### src/hw/ett_params.svh
// constants for the eight-bit timer with two compare channels
`ifndef ETT_PARAMS_SVH
`define ETT_PARAMS_SVH

// ----------------------------------------
// register offsets
// ----------------------------------------
`define ETT_OFS_CTRL_A 3'h0
`define ETT_OFS_CTRL_B 3'h1
`define ETT_OFS_COUNT 3'h2
`define ETT_OFS_CMP_A 3'h3
`define ETT_OFS_CMP_B 3'h4
`define ETT_OFS_FLAGS 3'h5

// ----------------------------------------
// field positions and masks
// ----------------------------------------
`define ETT_ACT_A_POS 6
`define ETT_ACT_B_POS 4
`define ETT_WAVE_LOW_POS 0
`define ETT_FORCE_A_POS 7
`define ETT_FORCE_B_POS 6
`define ETT_WAVE_HIGH_POS 3
`define ETT_CLKSEL_POS 0
`define ETT_CTRL_A_MASK 8'hf3
`define ETT_CTRL_B_MASK 8'h0f
`define ETT_FLAG_OVF 0
`define ETT_FLAG_MATCH_A 1
`define ETT_FLAG_MATCH_B 2

// ----------------------------------------
// reset values and counter limits
// ----------------------------------------
`define ETT_CTRL_RESET 8'h00
`define ETT_DATA_RESET 8'h00
`define ETT_COUNT_MAX 8'hff
`define ETT_COUNT_BOTTOM 8'h00

// ----------------------------------------
// prescaler divide ratios as tap widths
// ----------------------------------------
`define ETT_DIV8_BITS 3
`define ETT_DIV64_BITS 6
`define ETT_DIV256_BITS 8
`define ETT_DIV1024_BITS 10

`endif

### src/hw/ett_pkg.sv
// types shared by the timer modules
package ett_pkg;

  typedef enum logic [2:0] {
    ETT_NORMAL, ETT_PC_FF, ETT_CLR_MATCH, ETT_FAST_FF,
    ETT_RES4, ETT_PC_CMP, ETT_RES6, ETT_FAST_CMP
  } ett_wave_t;

  typedef enum logic [2:0] {
    ETT_CS_STOP, ETT_CS_DIV1, ETT_CS_DIV8, ETT_CS_DIV64,
    ETT_CS_DIV256, ETT_CS_DIV1024, ETT_CS_EXT_FALL, ETT_CS_EXT_RISE
  } ett_clksel_t;

endpackage : ett_pkg

### src/hw/ett_tick_if.sv
// clock-select request and timer tick between timer core and tick source
`timescale 1ns/10ps
`default_nettype none
interface ett_tick_if;
  import ett_pkg::*;
  ett_clksel_t clkSel;
  logic tick;
  modport gen (input clkSel, output tick);
  modport user (output clkSel, input tick);
endinterface : ett_tick_if
`default_nettype wire

### src/hw/ett_timer.sv
// eight-bit timer core: counter, two compare channels, registers
//
// Decided for this implementation: the plain strobed port and the register addresses.
`timescale 1ns/10ps
`default_nettype none
`include "ett_params.svh"
module ett_timer
  import ett_pkg::*;
#(
  parameter int ADDR_W = 3,
  parameter int PRESCALE_W = 10
) (
  input wire logic ref_clk,
  input wire logic sys_rst,
  input wire logic clkEn,
  input wire logic [ADDR_W-1:0] regAddr,
  input wire logic [7:0] regWrData,
  input wire logic regWrStb,
  input wire logic regRdStb,
  output logic [7:0] regRdData,
  input wire logic externalCountPin,
  input wire logic [2:0] vectorTaken,
  output logic [2:0] timerFlags,
  output logic chanAWaveOut,
  output logic chanAWaveEn,
  output logic chanBWaveOut,
  output logic chanBWaveEn
);

  // refuse address widths the register map cannot fit in
  if (ADDR_W < 3) begin : gAddrCheck
    $error("address too narrow for the register map");
  end

  // ----------------------------------------
  // state
  // ----------------------------------------
  logic [7:0] ctrlA_r, ctrlB_r, count_r, rdData_r;
  logic [2:0] flags_r;
  logic dirDown_r, blockMatch_r;
  logic [7:0] cmp_r [2];
  logic [7:0] cmpAct_r [2];
  logic [1:0] waveOut_r, waveEn_r;

  ett_wave_t waveMode;
  logic tick, isPwm, isFast, isPhase, waveHigh;
  logic [7:0] topVal;
  logic topEvt, ovfEvt, ctrlAWr, ctrlBWr, countWr, flagsWr;
  logic [1:0] matchEvt, forceEvt;
  logic [2:0] flagSet, flagClr;

  ett_tick_if tickIf ();

  ett_tick_gen #(
    .PRESCALE_W(PRESCALE_W)
  ) uTick (
    .ref_clk(ref_clk),
    .sys_rst(sys_rst),
    .clkEn(clkEn),
    .externalCountPin(externalCountPin),
    .tickIf(tickIf.gen)
  );

  assign tickIf.clkSel = ett_clksel_t'(ctrlB_r[`ETT_CLKSEL_POS +: 3]);
  assign tick = tickIf.tick;

  // ----------------------------------------
  // decode
  // ----------------------------------------
  assign ctrlAWr = regWrStb && regAddr == ADDR_W'(`ETT_OFS_CTRL_A);
  assign ctrlBWr = regWrStb && regAddr == ADDR_W'(`ETT_OFS_CTRL_B);
  assign countWr = regWrStb && regAddr == ADDR_W'(`ETT_OFS_COUNT);
  assign flagsWr = regWrStb && regAddr == ADDR_W'(`ETT_OFS_FLAGS);

  assign waveHigh = ctrlB_r[`ETT_WAVE_HIGH_POS];
  assign waveMode = ett_wave_t'({waveHigh, ctrlA_r[`ETT_WAVE_LOW_POS +: 2]});
  assign isPwm = ctrlA_r[`ETT_WAVE_LOW_POS];
  assign isFast = isPwm && ctrlA_r[`ETT_WAVE_LOW_POS + 1];
  assign isPhase = isPwm && !ctrlA_r[`ETT_WAVE_LOW_POS + 1];

  always_comb begin
    unique case (waveMode)
      ETT_CLR_MATCH, ETT_PC_CMP, ETT_FAST_CMP: topVal = cmpAct_r[0];
      ETT_NORMAL, ETT_PC_FF, ETT_FAST_FF, ETT_RES4, ETT_RES6: topVal = `ETT_COUNT_MAX;
    endcase
  end

  assign topEvt = tick && count_r == topVal;

  always_comb begin
    unique case (waveMode)
      ETT_NORMAL, ETT_CLR_MATCH, ETT_FAST_FF: ovfEvt = tick && count_r == `ETT_COUNT_MAX;
      ETT_PC_FF, ETT_PC_CMP: ovfEvt = tick && dirDown_r && count_r == `ETT_COUNT_BOTTOM;
      ETT_FAST_CMP: ovfEvt = topEvt;
      ETT_RES4, ETT_RES6: ovfEvt = tick && count_r == `ETT_COUNT_MAX;
    endcase
  end

  // ----------------------------------------
  // control registers
  // ----------------------------------------
  always_ff @(posedge ref_clk) begin
    if (sys_rst) begin
      ctrlA_r <= `ETT_CTRL_RESET;
      ctrlB_r <= `ETT_CTRL_RESET;
    end else if (clkEn) begin
      if (ctrlAWr) begin
        ctrlA_r <= regWrData & `ETT_CTRL_A_MASK;
      end
      if (ctrlBWr) begin
        ctrlB_r <= regWrData & `ETT_CTRL_B_MASK;
      end
    end
  end

  // ----------------------------------------
  // counter
  // ----------------------------------------
  always_ff @(posedge ref_clk) begin
    if (sys_rst) begin
      count_r <= `ETT_DATA_RESET;
      dirDown_r <= 1'b0;
    end else if (clkEn) begin
      if (!isPhase) begin
        dirDown_r <= 1'b0;
      end
      if (countWr) begin
        count_r <= regWrData;
      end else if (tick) begin
        if (isPhase) begin
          if (!dirDown_r) begin
            if (count_r == topVal) begin
              dirDown_r <= 1'b1;
              count_r <= count_r - 8'h01;
            end else begin
              count_r <= count_r + 8'h01;
            end
          end else if (count_r == `ETT_COUNT_BOTTOM) begin
            dirDown_r <= 1'b0;
            count_r <= count_r + 8'h01;
          end else begin
            count_r <= count_r - 8'h01;
          end
        end else if (isFast || waveMode == ETT_CLR_MATCH) begin
          count_r <= (count_r == topVal) ? `ETT_COUNT_BOTTOM : count_r + 8'h01;
        end else begin
          count_r <= count_r + 8'h01;
        end
      end
    end
  end

  always_ff @(posedge ref_clk) begin
    if (sys_rst) begin
      blockMatch_r <= 1'b0;
    end else if (clkEn) begin
      if (countWr) begin
        blockMatch_r <= 1'b1;
      end else if (tick) begin
        blockMatch_r <= 1'b0;
      end
    end
  end

  // ----------------------------------------
  // compare channels
  // ----------------------------------------
  for (genvar ch = 0; ch < 2; ch++) begin : gChan
    localparam int ACT_POS = (ch == 0) ? `ETT_ACT_A_POS : `ETT_ACT_B_POS;
    localparam int FORCE_POS = (ch == 0) ? `ETT_FORCE_A_POS : `ETT_FORCE_B_POS;
    localparam logic [ADDR_W-1:0] CMP_OFS = (ch == 0) ?
      ADDR_W'(`ETT_OFS_CMP_A) : ADDR_W'(`ETT_OFS_CMP_B);
    logic [1:0] act;
    logic special, cmpWr, toggleOk;

    assign act = ctrlA_r[ACT_POS +: 2];
    assign cmpWr = regWrStb && regAddr == CMP_OFS;
    assign matchEvt[ch] = tick && !blockMatch_r && count_r == cmpAct_r[ch];
    assign forceEvt[ch] = ctrlBWr && regWrData[FORCE_POS] && !isPwm;
    assign special = act[1] && cmpAct_r[ch] == topVal;
    assign toggleOk = (ch == 0) && act == 2'b01 && waveHigh;

    always_ff @(posedge ref_clk) begin
      if (sys_rst) begin
        cmp_r[ch] <= `ETT_DATA_RESET;
        cmpAct_r[ch] <= `ETT_DATA_RESET;
      end else if (clkEn) begin
        if (cmpWr) begin
          cmp_r[ch] <= regWrData;
        end
        if (!isPwm) begin
          cmpAct_r[ch] <= cmpWr ? regWrData : cmp_r[ch];
        end else if (topEvt) begin
          cmpAct_r[ch] <= cmp_r[ch];
        end
      end
    end

    always_ff @(posedge ref_clk) begin
      if (sys_rst) begin
        waveOut_r[ch] <= 1'b0;
      end else if (clkEn) begin
        if (!isPwm) begin
          if (matchEvt[ch] || forceEvt[ch]) begin
            unique case (act)
              2'b00: waveOut_r[ch] <= waveOut_r[ch];
              2'b01: waveOut_r[ch] <= ~waveOut_r[ch];
              2'b10: waveOut_r[ch] <= 1'b0;
              2'b11: waveOut_r[ch] <= 1'b1;
            endcase
          end
        end else if (topEvt && act[1] && (isFast || special)) begin
          waveOut_r[ch] <= ~act[0];
        end else if (matchEvt[ch] && !special) begin
          if (act[1]) begin
            waveOut_r[ch] <= (isPhase && dirDown_r) ? ~act[0] : act[0];
          end else if (toggleOk) begin
            waveOut_r[ch] <= ~waveOut_r[ch];
          end
        end
      end
    end

    always_ff @(posedge ref_clk) begin
      if (sys_rst) begin
        waveEn_r[ch] <= 1'b0;
      end else if (clkEn) begin
        waveEn_r[ch] <= act != 2'b00 && !(ch == 0 && isPwm && act == 2'b01 && !waveHigh);
      end
    end
  end

  assign chanAWaveOut = waveOut_r[0];
  assign chanBWaveOut = waveOut_r[1];
  assign chanAWaveEn = waveEn_r[0];
  assign chanBWaveEn = waveEn_r[1];

  // ----------------------------------------
  // flags
  // ----------------------------------------
  assign flagSet = {matchEvt[1], matchEvt[0], ovfEvt};
  assign flagClr = (flagsWr ? regWrData[2:0] : 3'h0) | vectorTaken;

  always_ff @(posedge ref_clk) begin
    if (sys_rst) begin
      flags_r <= 3'h0;
    end else if (clkEn) begin
      flags_r <= (flags_r & ~flagClr) | flagSet;
    end
  end

  assign timerFlags = flags_r;

  // ----------------------------------------
  // read port
  // ----------------------------------------
  always_ff @(posedge ref_clk) begin
    if (sys_rst) begin
      rdData_r <= `ETT_DATA_RESET;
    end else if (clkEn) begin
      rdData_r <= 8'h00;
      if (regRdStb) begin
        unique case (regAddr)
          ADDR_W'(`ETT_OFS_CTRL_A): rdData_r <= ctrlA_r;
          ADDR_W'(`ETT_OFS_CTRL_B): rdData_r <= ctrlB_r;
          ADDR_W'(`ETT_OFS_COUNT): rdData_r <= count_r;
          ADDR_W'(`ETT_OFS_CMP_A): rdData_r <= cmp_r[0];
          ADDR_W'(`ETT_OFS_CMP_B): rdData_r <= cmp_r[1];
          ADDR_W'(`ETT_OFS_FLAGS): rdData_r <= {5'h00, flags_r};
          default: rdData_r <= 8'h00;
        endcase
      end
    end
  end

  assign regRdData = rdData_r;
endmodule : ett_timer
`default_nettype wire

### src/hw/ett_tick_gen.sv
// prescaler and external count pin edge detector producing the timer tick
`timescale 1ns/10ps
`default_nettype none
`include "ett_params.svh"
module ett_tick_gen
  import ett_pkg::*;
#(
  parameter int PRESCALE_W = 10
) (
  input wire logic ref_clk,
  input wire logic sys_rst,
  input wire logic clkEn,
  input wire logic externalCountPin,
  ett_tick_if.gen tickIf
);

  if (PRESCALE_W < `ETT_DIV1024_BITS) begin : gWidthCheck
    $error("prescaler too narrow for the largest divide");
  end

  logic [PRESCALE_W-1:0] prescale_r;
  logic pinSync1_r, pinSync2_r, pinPrev_r, tick_r;
  logic pinRise, pinFall;

  // ----------------------------------------
  // free-running prescaler
  // ----------------------------------------
  always_ff @(posedge ref_clk) begin
    if (sys_rst) begin
      prescale_r <= '0;
    end else if (clkEn) begin
      prescale_r <= prescale_r + 1'b1;
    end
  end

  // ----------------------------------------
  // external pin synchroniser
  // ----------------------------------------
  always_ff @(posedge ref_clk) begin
    if (sys_rst) begin
      pinSync1_r <= 1'b0;
      pinSync2_r <= 1'b0;
      pinPrev_r <= 1'b0;
    end else if (clkEn) begin
      pinSync1_r <= externalCountPin;
      pinSync2_r <= pinSync1_r;
      pinPrev_r <= pinSync2_r;
    end
  end

  assign pinRise = pinSync2_r & ~pinPrev_r;
  assign pinFall = ~pinSync2_r & pinPrev_r;

  // ----------------------------------------
  // clock select
  // ----------------------------------------
  always_ff @(posedge ref_clk) begin
    if (sys_rst) begin
      tick_r <= 1'b0;
    end else if (clkEn) begin
      unique case (tickIf.clkSel)
        ETT_CS_STOP: tick_r <= 1'b0;
        ETT_CS_DIV1: tick_r <= 1'b1;
        ETT_CS_DIV8: tick_r <= &prescale_r[`ETT_DIV8_BITS-1:0];
        ETT_CS_DIV64: tick_r <= &prescale_r[`ETT_DIV64_BITS-1:0];
        ETT_CS_DIV256: tick_r <= &prescale_r[`ETT_DIV256_BITS-1:0];
        ETT_CS_DIV1024: tick_r <= &prescale_r[`ETT_DIV1024_BITS-1:0];
        ETT_CS_EXT_FALL: tick_r <= pinFall;
        ETT_CS_EXT_RISE: tick_r <= pinRise;
      endcase
    end
  end

  assign tickIf.tick = tick_r;
endmodule : ett_tick_gen
`default_nettype wire

### config.mk
export PLATFORM = sky130hd
export DESIGN_NAME = ett_timer
export DESIGN_NICKNAME = d
export VERILOG_FILES = /design/src/hw/ett_pkg.sv /design/src/hw/ett_tick_if.sv /design/src/hw/ett_timer.sv /design/src/hw/ett_tick_gen.sv
export VERILOG_INCLUDE_DIRS = /design/src /design/src/hw
export SDC_FILE = /design/constraint.sdc
export NUM_CORES = 1
export LEC_CHECK = 0
export BUFFER_PORTS_ARGS = -buffer_cell sky130_fd_sc_hd__buf_4
export CAP_MARGIN = 5
export CORE_ASPECT_RATIO = 1.2
export CORE_MARGIN = 3
export CORE_UTILIZATION = 50
export CTS_BUF_LIST = sky130_fd_sc_hd__clkbuf_16
export DETAILED_ROUTE_END_ITERATION = 10
export PLACE_DENSITY = 0.68
export SLEW_MARGIN = 5
export SYNTH_ARGS = -nofsm -noshare
export SYNTH_HDL_FRONTEND = slang
export SYNTH_SLANG_ARGS = --single-unit
### constraint.sdc
create_clock -name ref_clk -period 4.8 [get_ports ref_clk]
set_input_delay 0.96 -clock ref_clk [delete_from_list [all_inputs] [get_ports ref_clk]]
set_output_delay 0.96 -clock ref_clk [all_outputs]
set_load 0.005 [all_outputs]
# Word level (Yosys, flattened, before mapping)
# Memories as Yosys holds them, arrays and structs flattened.
# Index checks and enable logic that the tools add are counted.
# totals
reg_bits	49
mem_bits_rw	32
output_inout_bits	15
mem_count	2
# classes
addsub	3
eq_ne	37
muxes	65
bitwise	18
reduce_logical	68
# mem_list
memory	words	width	read_ports	rd_clocked_by_memory_dff	wr	line_no	text
cmpAct_r	2	8	2	0	2	ett_timer.sv:42	logic [7:0] cmpAct_r [2];
cmp_r	2	8	2	0	2	ett_timer.sv:41	logic [7:0] cmp_r [2];
# ops
cell	n
8-bit two-way mux	17
8-bit one-hot mux with 6 select lines	1
1-bit two-way mux	41
8-bit equality test	5
1-bit logical AND	32
3-bit equality test, second input constant	10
3-bit by 2-bit equality test with 1-bit output, second input constant	6
8-bit one-hot mux with 2 select lines	1
10-bit by 1-bit adder with 10-bit output, second input constant	1
10-bit AND reduction	1
5-bit AND reduction	2
2-bit nonzero test	5
5-bit OR reduction	2
3-bit by 1-bit equality test with 1-bit output, second input constant	3
3-bit logical NOT	3
3-bit by 1-bit != test with 1-bit output, second input constant	3
1-bit one-hot mux with 3 select lines	3
8-bit by 1-bit adder with 8-bit output, second input constant	1
2-bit equality test, second input constant	4
8-bit equality test, second input constant	1
8-bit logical NOT	1
1-bit one-hot mux with 8 select lines	1
8-bit AND reduction	1
8-bit by 1-bit subtractor with 8-bit output, second input constant	1
18 further kinds	45

# Logic depth before layout (Yosys ltp)
# logic_depth
depth_word	11
ltp_mapped	12
depth_no_buf	9

# Hierarchy
# From an unflattened synthesis, not the netlist that was laid out.
# hier_totals
cells_unflattened	592
area_unflattened_um2	5106.1
# modules_own_cells
mod	n_inst	cells_per_inst	area_each_um2	seq_area_each_um2
ett_timer	1	522	4443.0	1661.6
ett_tick_gen	1	70	663.1	280.3

# Worst setup path after synthesis
# OpenSTA, ideal clock, no wires.
# synth_timing
path_type	register to register
from	register ctrlB_r[3]
to	memory cmpAct_r[0][0], enable pin
setup_time_ps	334
t_arrival_ps	2321
slack_ps	2144
stages_incl_launch_ff	12
path_buffers	3
path_cell_list	dfxtp_1 buf_6 or3b_4 and2_4 buf_6 o21bai_1 o2111ai_1 nor2_2 and2_1 clkbuf_2 o21ai_0 nand2b_1
# synth_rtl
item	line_no	text
start: declaration	ett_timer.sv:38	logic [7:0] ctrlA_r, ctrlB_r, count_r, rdData_r;
start signal: assignment	ett_timer.sv:105	ctrlB_r <= `ETT_CTRL_RESET;
start signal: assignment	ett_timer.sv:111	ctrlB_r <= regWrData & `ETT_CTRL_B_MASK;
end: declaration	ett_timer.sv:42	

==> metrics.yaml <==
status: "finished, final reports clean"
grt_first_pass_wirelength_mm: 22.1
grt_overflow: 0
path_class: "reg -> reg"
first_global_vias: 4190
finalClockSkew_ns: 0.0103
firstDrtPassIters: 5
globalplace.congestion: 0.946
grt_max_degree: 57
postSynth.asyncResetShare: 0
die_h_um: 114
synth.top_cells.by_area: "dfxtp_1 (20%), edfxtp_1 (20%), mux2i_1 (9.0%)"
cp-end-kind: "flop"
yosysTopAreaCellShare: 0.200
ys_ff_latch: 81
worstPathCellList: "inv_1 > o22ai_1 > o41ai_1 > o2111ai_1 > nor2_2 > buf_4 > and2_1 > o21ai_1 > nor2_1"
vias: 4367
critical_path_buf_inv_count: 2
dpl_cell_area_um2: 5180
yosys.area.top_type: "dfxtp_1"
p_leak_nw: 2.10
min_period_over_period: 0.672
cap_viol_max_count: 0
cts_tree: "yes"
whs_ns: 0.469
rsz0062_at_grt: "no"
synth_ff_type: "dfxtp_1"
critPathMaxStageDelay_ns: 0.82
clk_latency_ns: 0.34
ys_seq_area_frac: 0.396
tightest_slew_ns: 1.01
worstSetupStartpointType: "flop"
tns_ns: 0
cts-root-buf: "clkbuf_16"
grt_use_met1: 0.357
powerDensity_nw_per_um2: 295
avgRoutedWirePerCell_um: 19.8
met3_usage: 0.0467
die_area_um2: 11000
cts.path.max_buffers: 2
cp_slowest_cell: "o21ai_1"
drc: 0
path_clk_slew_ns: 0.06
synth-edff-count: 32
met2_usage: 0.419
cp_top_family: "compound AO/OA/AOI/OAI gates"
setup_violations: 0
drtIter0Drc: 632
final_area_um2: 5470
fmax_ghz: 0.310
hp-class: "reg -> reg"
slew_violations: 0
htree_levels: 3
antenna_cells: 0
hold_viol: 0
required_ns: 4.84
relSlewSlack: 0.321
cts_hold_buffers: 0
ys_warn_count: 0
numCtsBuffers: 9
power_w: 0.00161
drive_gt1_frac: 0.108
timing.final.crit_period_ns: 3.23
dp_hpwl_mm: 9.86
cts_resized: 0
synth.avg_cell_area_um2: 8.70
synth_nets: 588
ir_worst_vdd_mv: 0.300
routed_via_density: 6.21
clkSinkCount: 81
grt_use_total: 0.265
grt.busiest_layer: "met2"
route.final.wire_length_mm: 13.9
cp_max_fo: 16
port_buffers: 34
rows: 38
antenna_found_initial: 0
fp.coreArea_um2: 9270
synthCells: 563
arrival_ns: 3.26
fillCellCount: 852
synthTopCellsByCount: "nor2_1 (84), dfxtp_1 (49), mux2i_1 (44), nand2_1 (42)"
ant_nets: 0
ios: 35
fp.dieW_um: 96.4
synth_area_um2: 4900
synthDistinctLibCells: 67
final_nets: 603
start_util: 0.528
r2r_slack_ns: 1.57
yosysMostFrequentCell: "nor2_1"
syn2layout_area_growth_pct: 11.6
cts_setup_buffers: 0
==> worst paths after layout <==
path | to | cells after the start | start
worst min register to register | regRdData[1] | 2 | regRdData[1]
worst max register to register | cmpAct_r[1][3] | 9 | count_r[2]
worst max-delay path | cmpAct_r[1][3] | 9 | count_r[2]
worst min-delay path | regRdData[1] | 2 | regRdData[1]
==> logic make-up (layout without fill, tap and decap cells) <==
kind of cell             Yosys count  after routing  synth area share
multiplexers                      46             46            0.0968
adder cells (fa/ha/maj)            5              5            0.0128
buffers and inverters             47             67            0.0409
AO/OA/AOI/OAI                    122            122             0.170
AND/OR/NAND/NOR                  232            232             0.230
XOR/XNOR                          30             30            0.0536
flip-flops                        81             81             0.396
==> metrics by stage <==
step,utilization,worst slack (ns),cells
6_report,0.590,1.57,703
5_1_grt,0.590,1.39,703
4_1_cts,0.590,1.69,703
3_5_place_dp,0.559,1.67,687
3_3_place_gp,0.559,1.72,687
2_1_floorplan,-,2.14,563
==> area by class of cell <==
cell class	instances	area, um2	share of cell area
multi-input combinational	435	2760	0.504
inverter	13	48.8	0.00892
clock buffer	9	225	0.0412
tap	120	150	0.0275
sequential	81	1940	0.355
timing repair buffer	38	285	0.0522
clock inverter	7	61.3	0.0112
==> report_power, final <==
group          internal (W)  switching [W]
clock network      0.000397       0.000262
registers          0.000746      0.0000410
logic             0.0000676       0.000102
total               0.00121       0.000405
==> worst register-to-register path: cells and delay by family (launching register included) <==
kind	cells	cell delay [ns]
and+or+nand+nor	3	0.47
DFF	1	0.72
AOI/OAI and AO/OA	4	1.36
buffers and inverters	2	0.39
==> cells in the final DEF, fill, tap and decap left out, types with 4 or more instances in the layout <==
| cell type | netlist | layout |
|---|---|---|
| nand2b_1 | 7 | 7 |
| nor2_1 | 84 | 84 |
| dfxtp_1 | 49 | 49 |
| a22oi_1 | 8 | 8 |
| nand2_1 | 42 | 42 |
| nand3_1 | 16 | 16 |
| buf_4 | 0 | 38 |
| inv_1 | 13 | 13 |
| xor2_1 | 24 | 24 |
| nor4_1 | 4 | 4 |
| o22ai_1 | 6 | 6 |
| a21oi_1 | 32 | 32 |
| mux2i_1 | 44 | 44 |
| nand4_1 | 10 | 10 |
| and3_1 | 4 | 4 |
| clkinv_2 | 0 | 4 |
| or3_1 | 4 | 4 |
| a211oi_1 | 9 | 9 |
| and2_1 | 20 | 20 |
| o211ai_1 | 4 | 4 |
| o21ai_0 | 24 | 24 |
| edfxtp_1 | 32 | 32 |
| nor3_1 | 18 | 18 |
| xnor2_1 | 6 | 6 |
| clkbuf_16 | 0 | 9 |
| ha_1 | 5 | 5 |
| nor2b_1 | 7 | 7 |
==> registers in the layout, indices dropped and copies added, names as in the netlist, 3 cells and up <==
signal and flops:
timerFlags 3, ctrlB_r 4, ctrlA_r 6, cmpAct_r 16
count_r 8, regRdData 8, cmp_r 16, uTick.prescale_r 10
==> metal layers <==
metal  vias up  part of all wire
met5         -                 0
met4         0             0.031
met3        35             0.084
met2       225              0.47
met1      2039              0.41
li1       2068                 -
(Power assumes the default switching activity.)
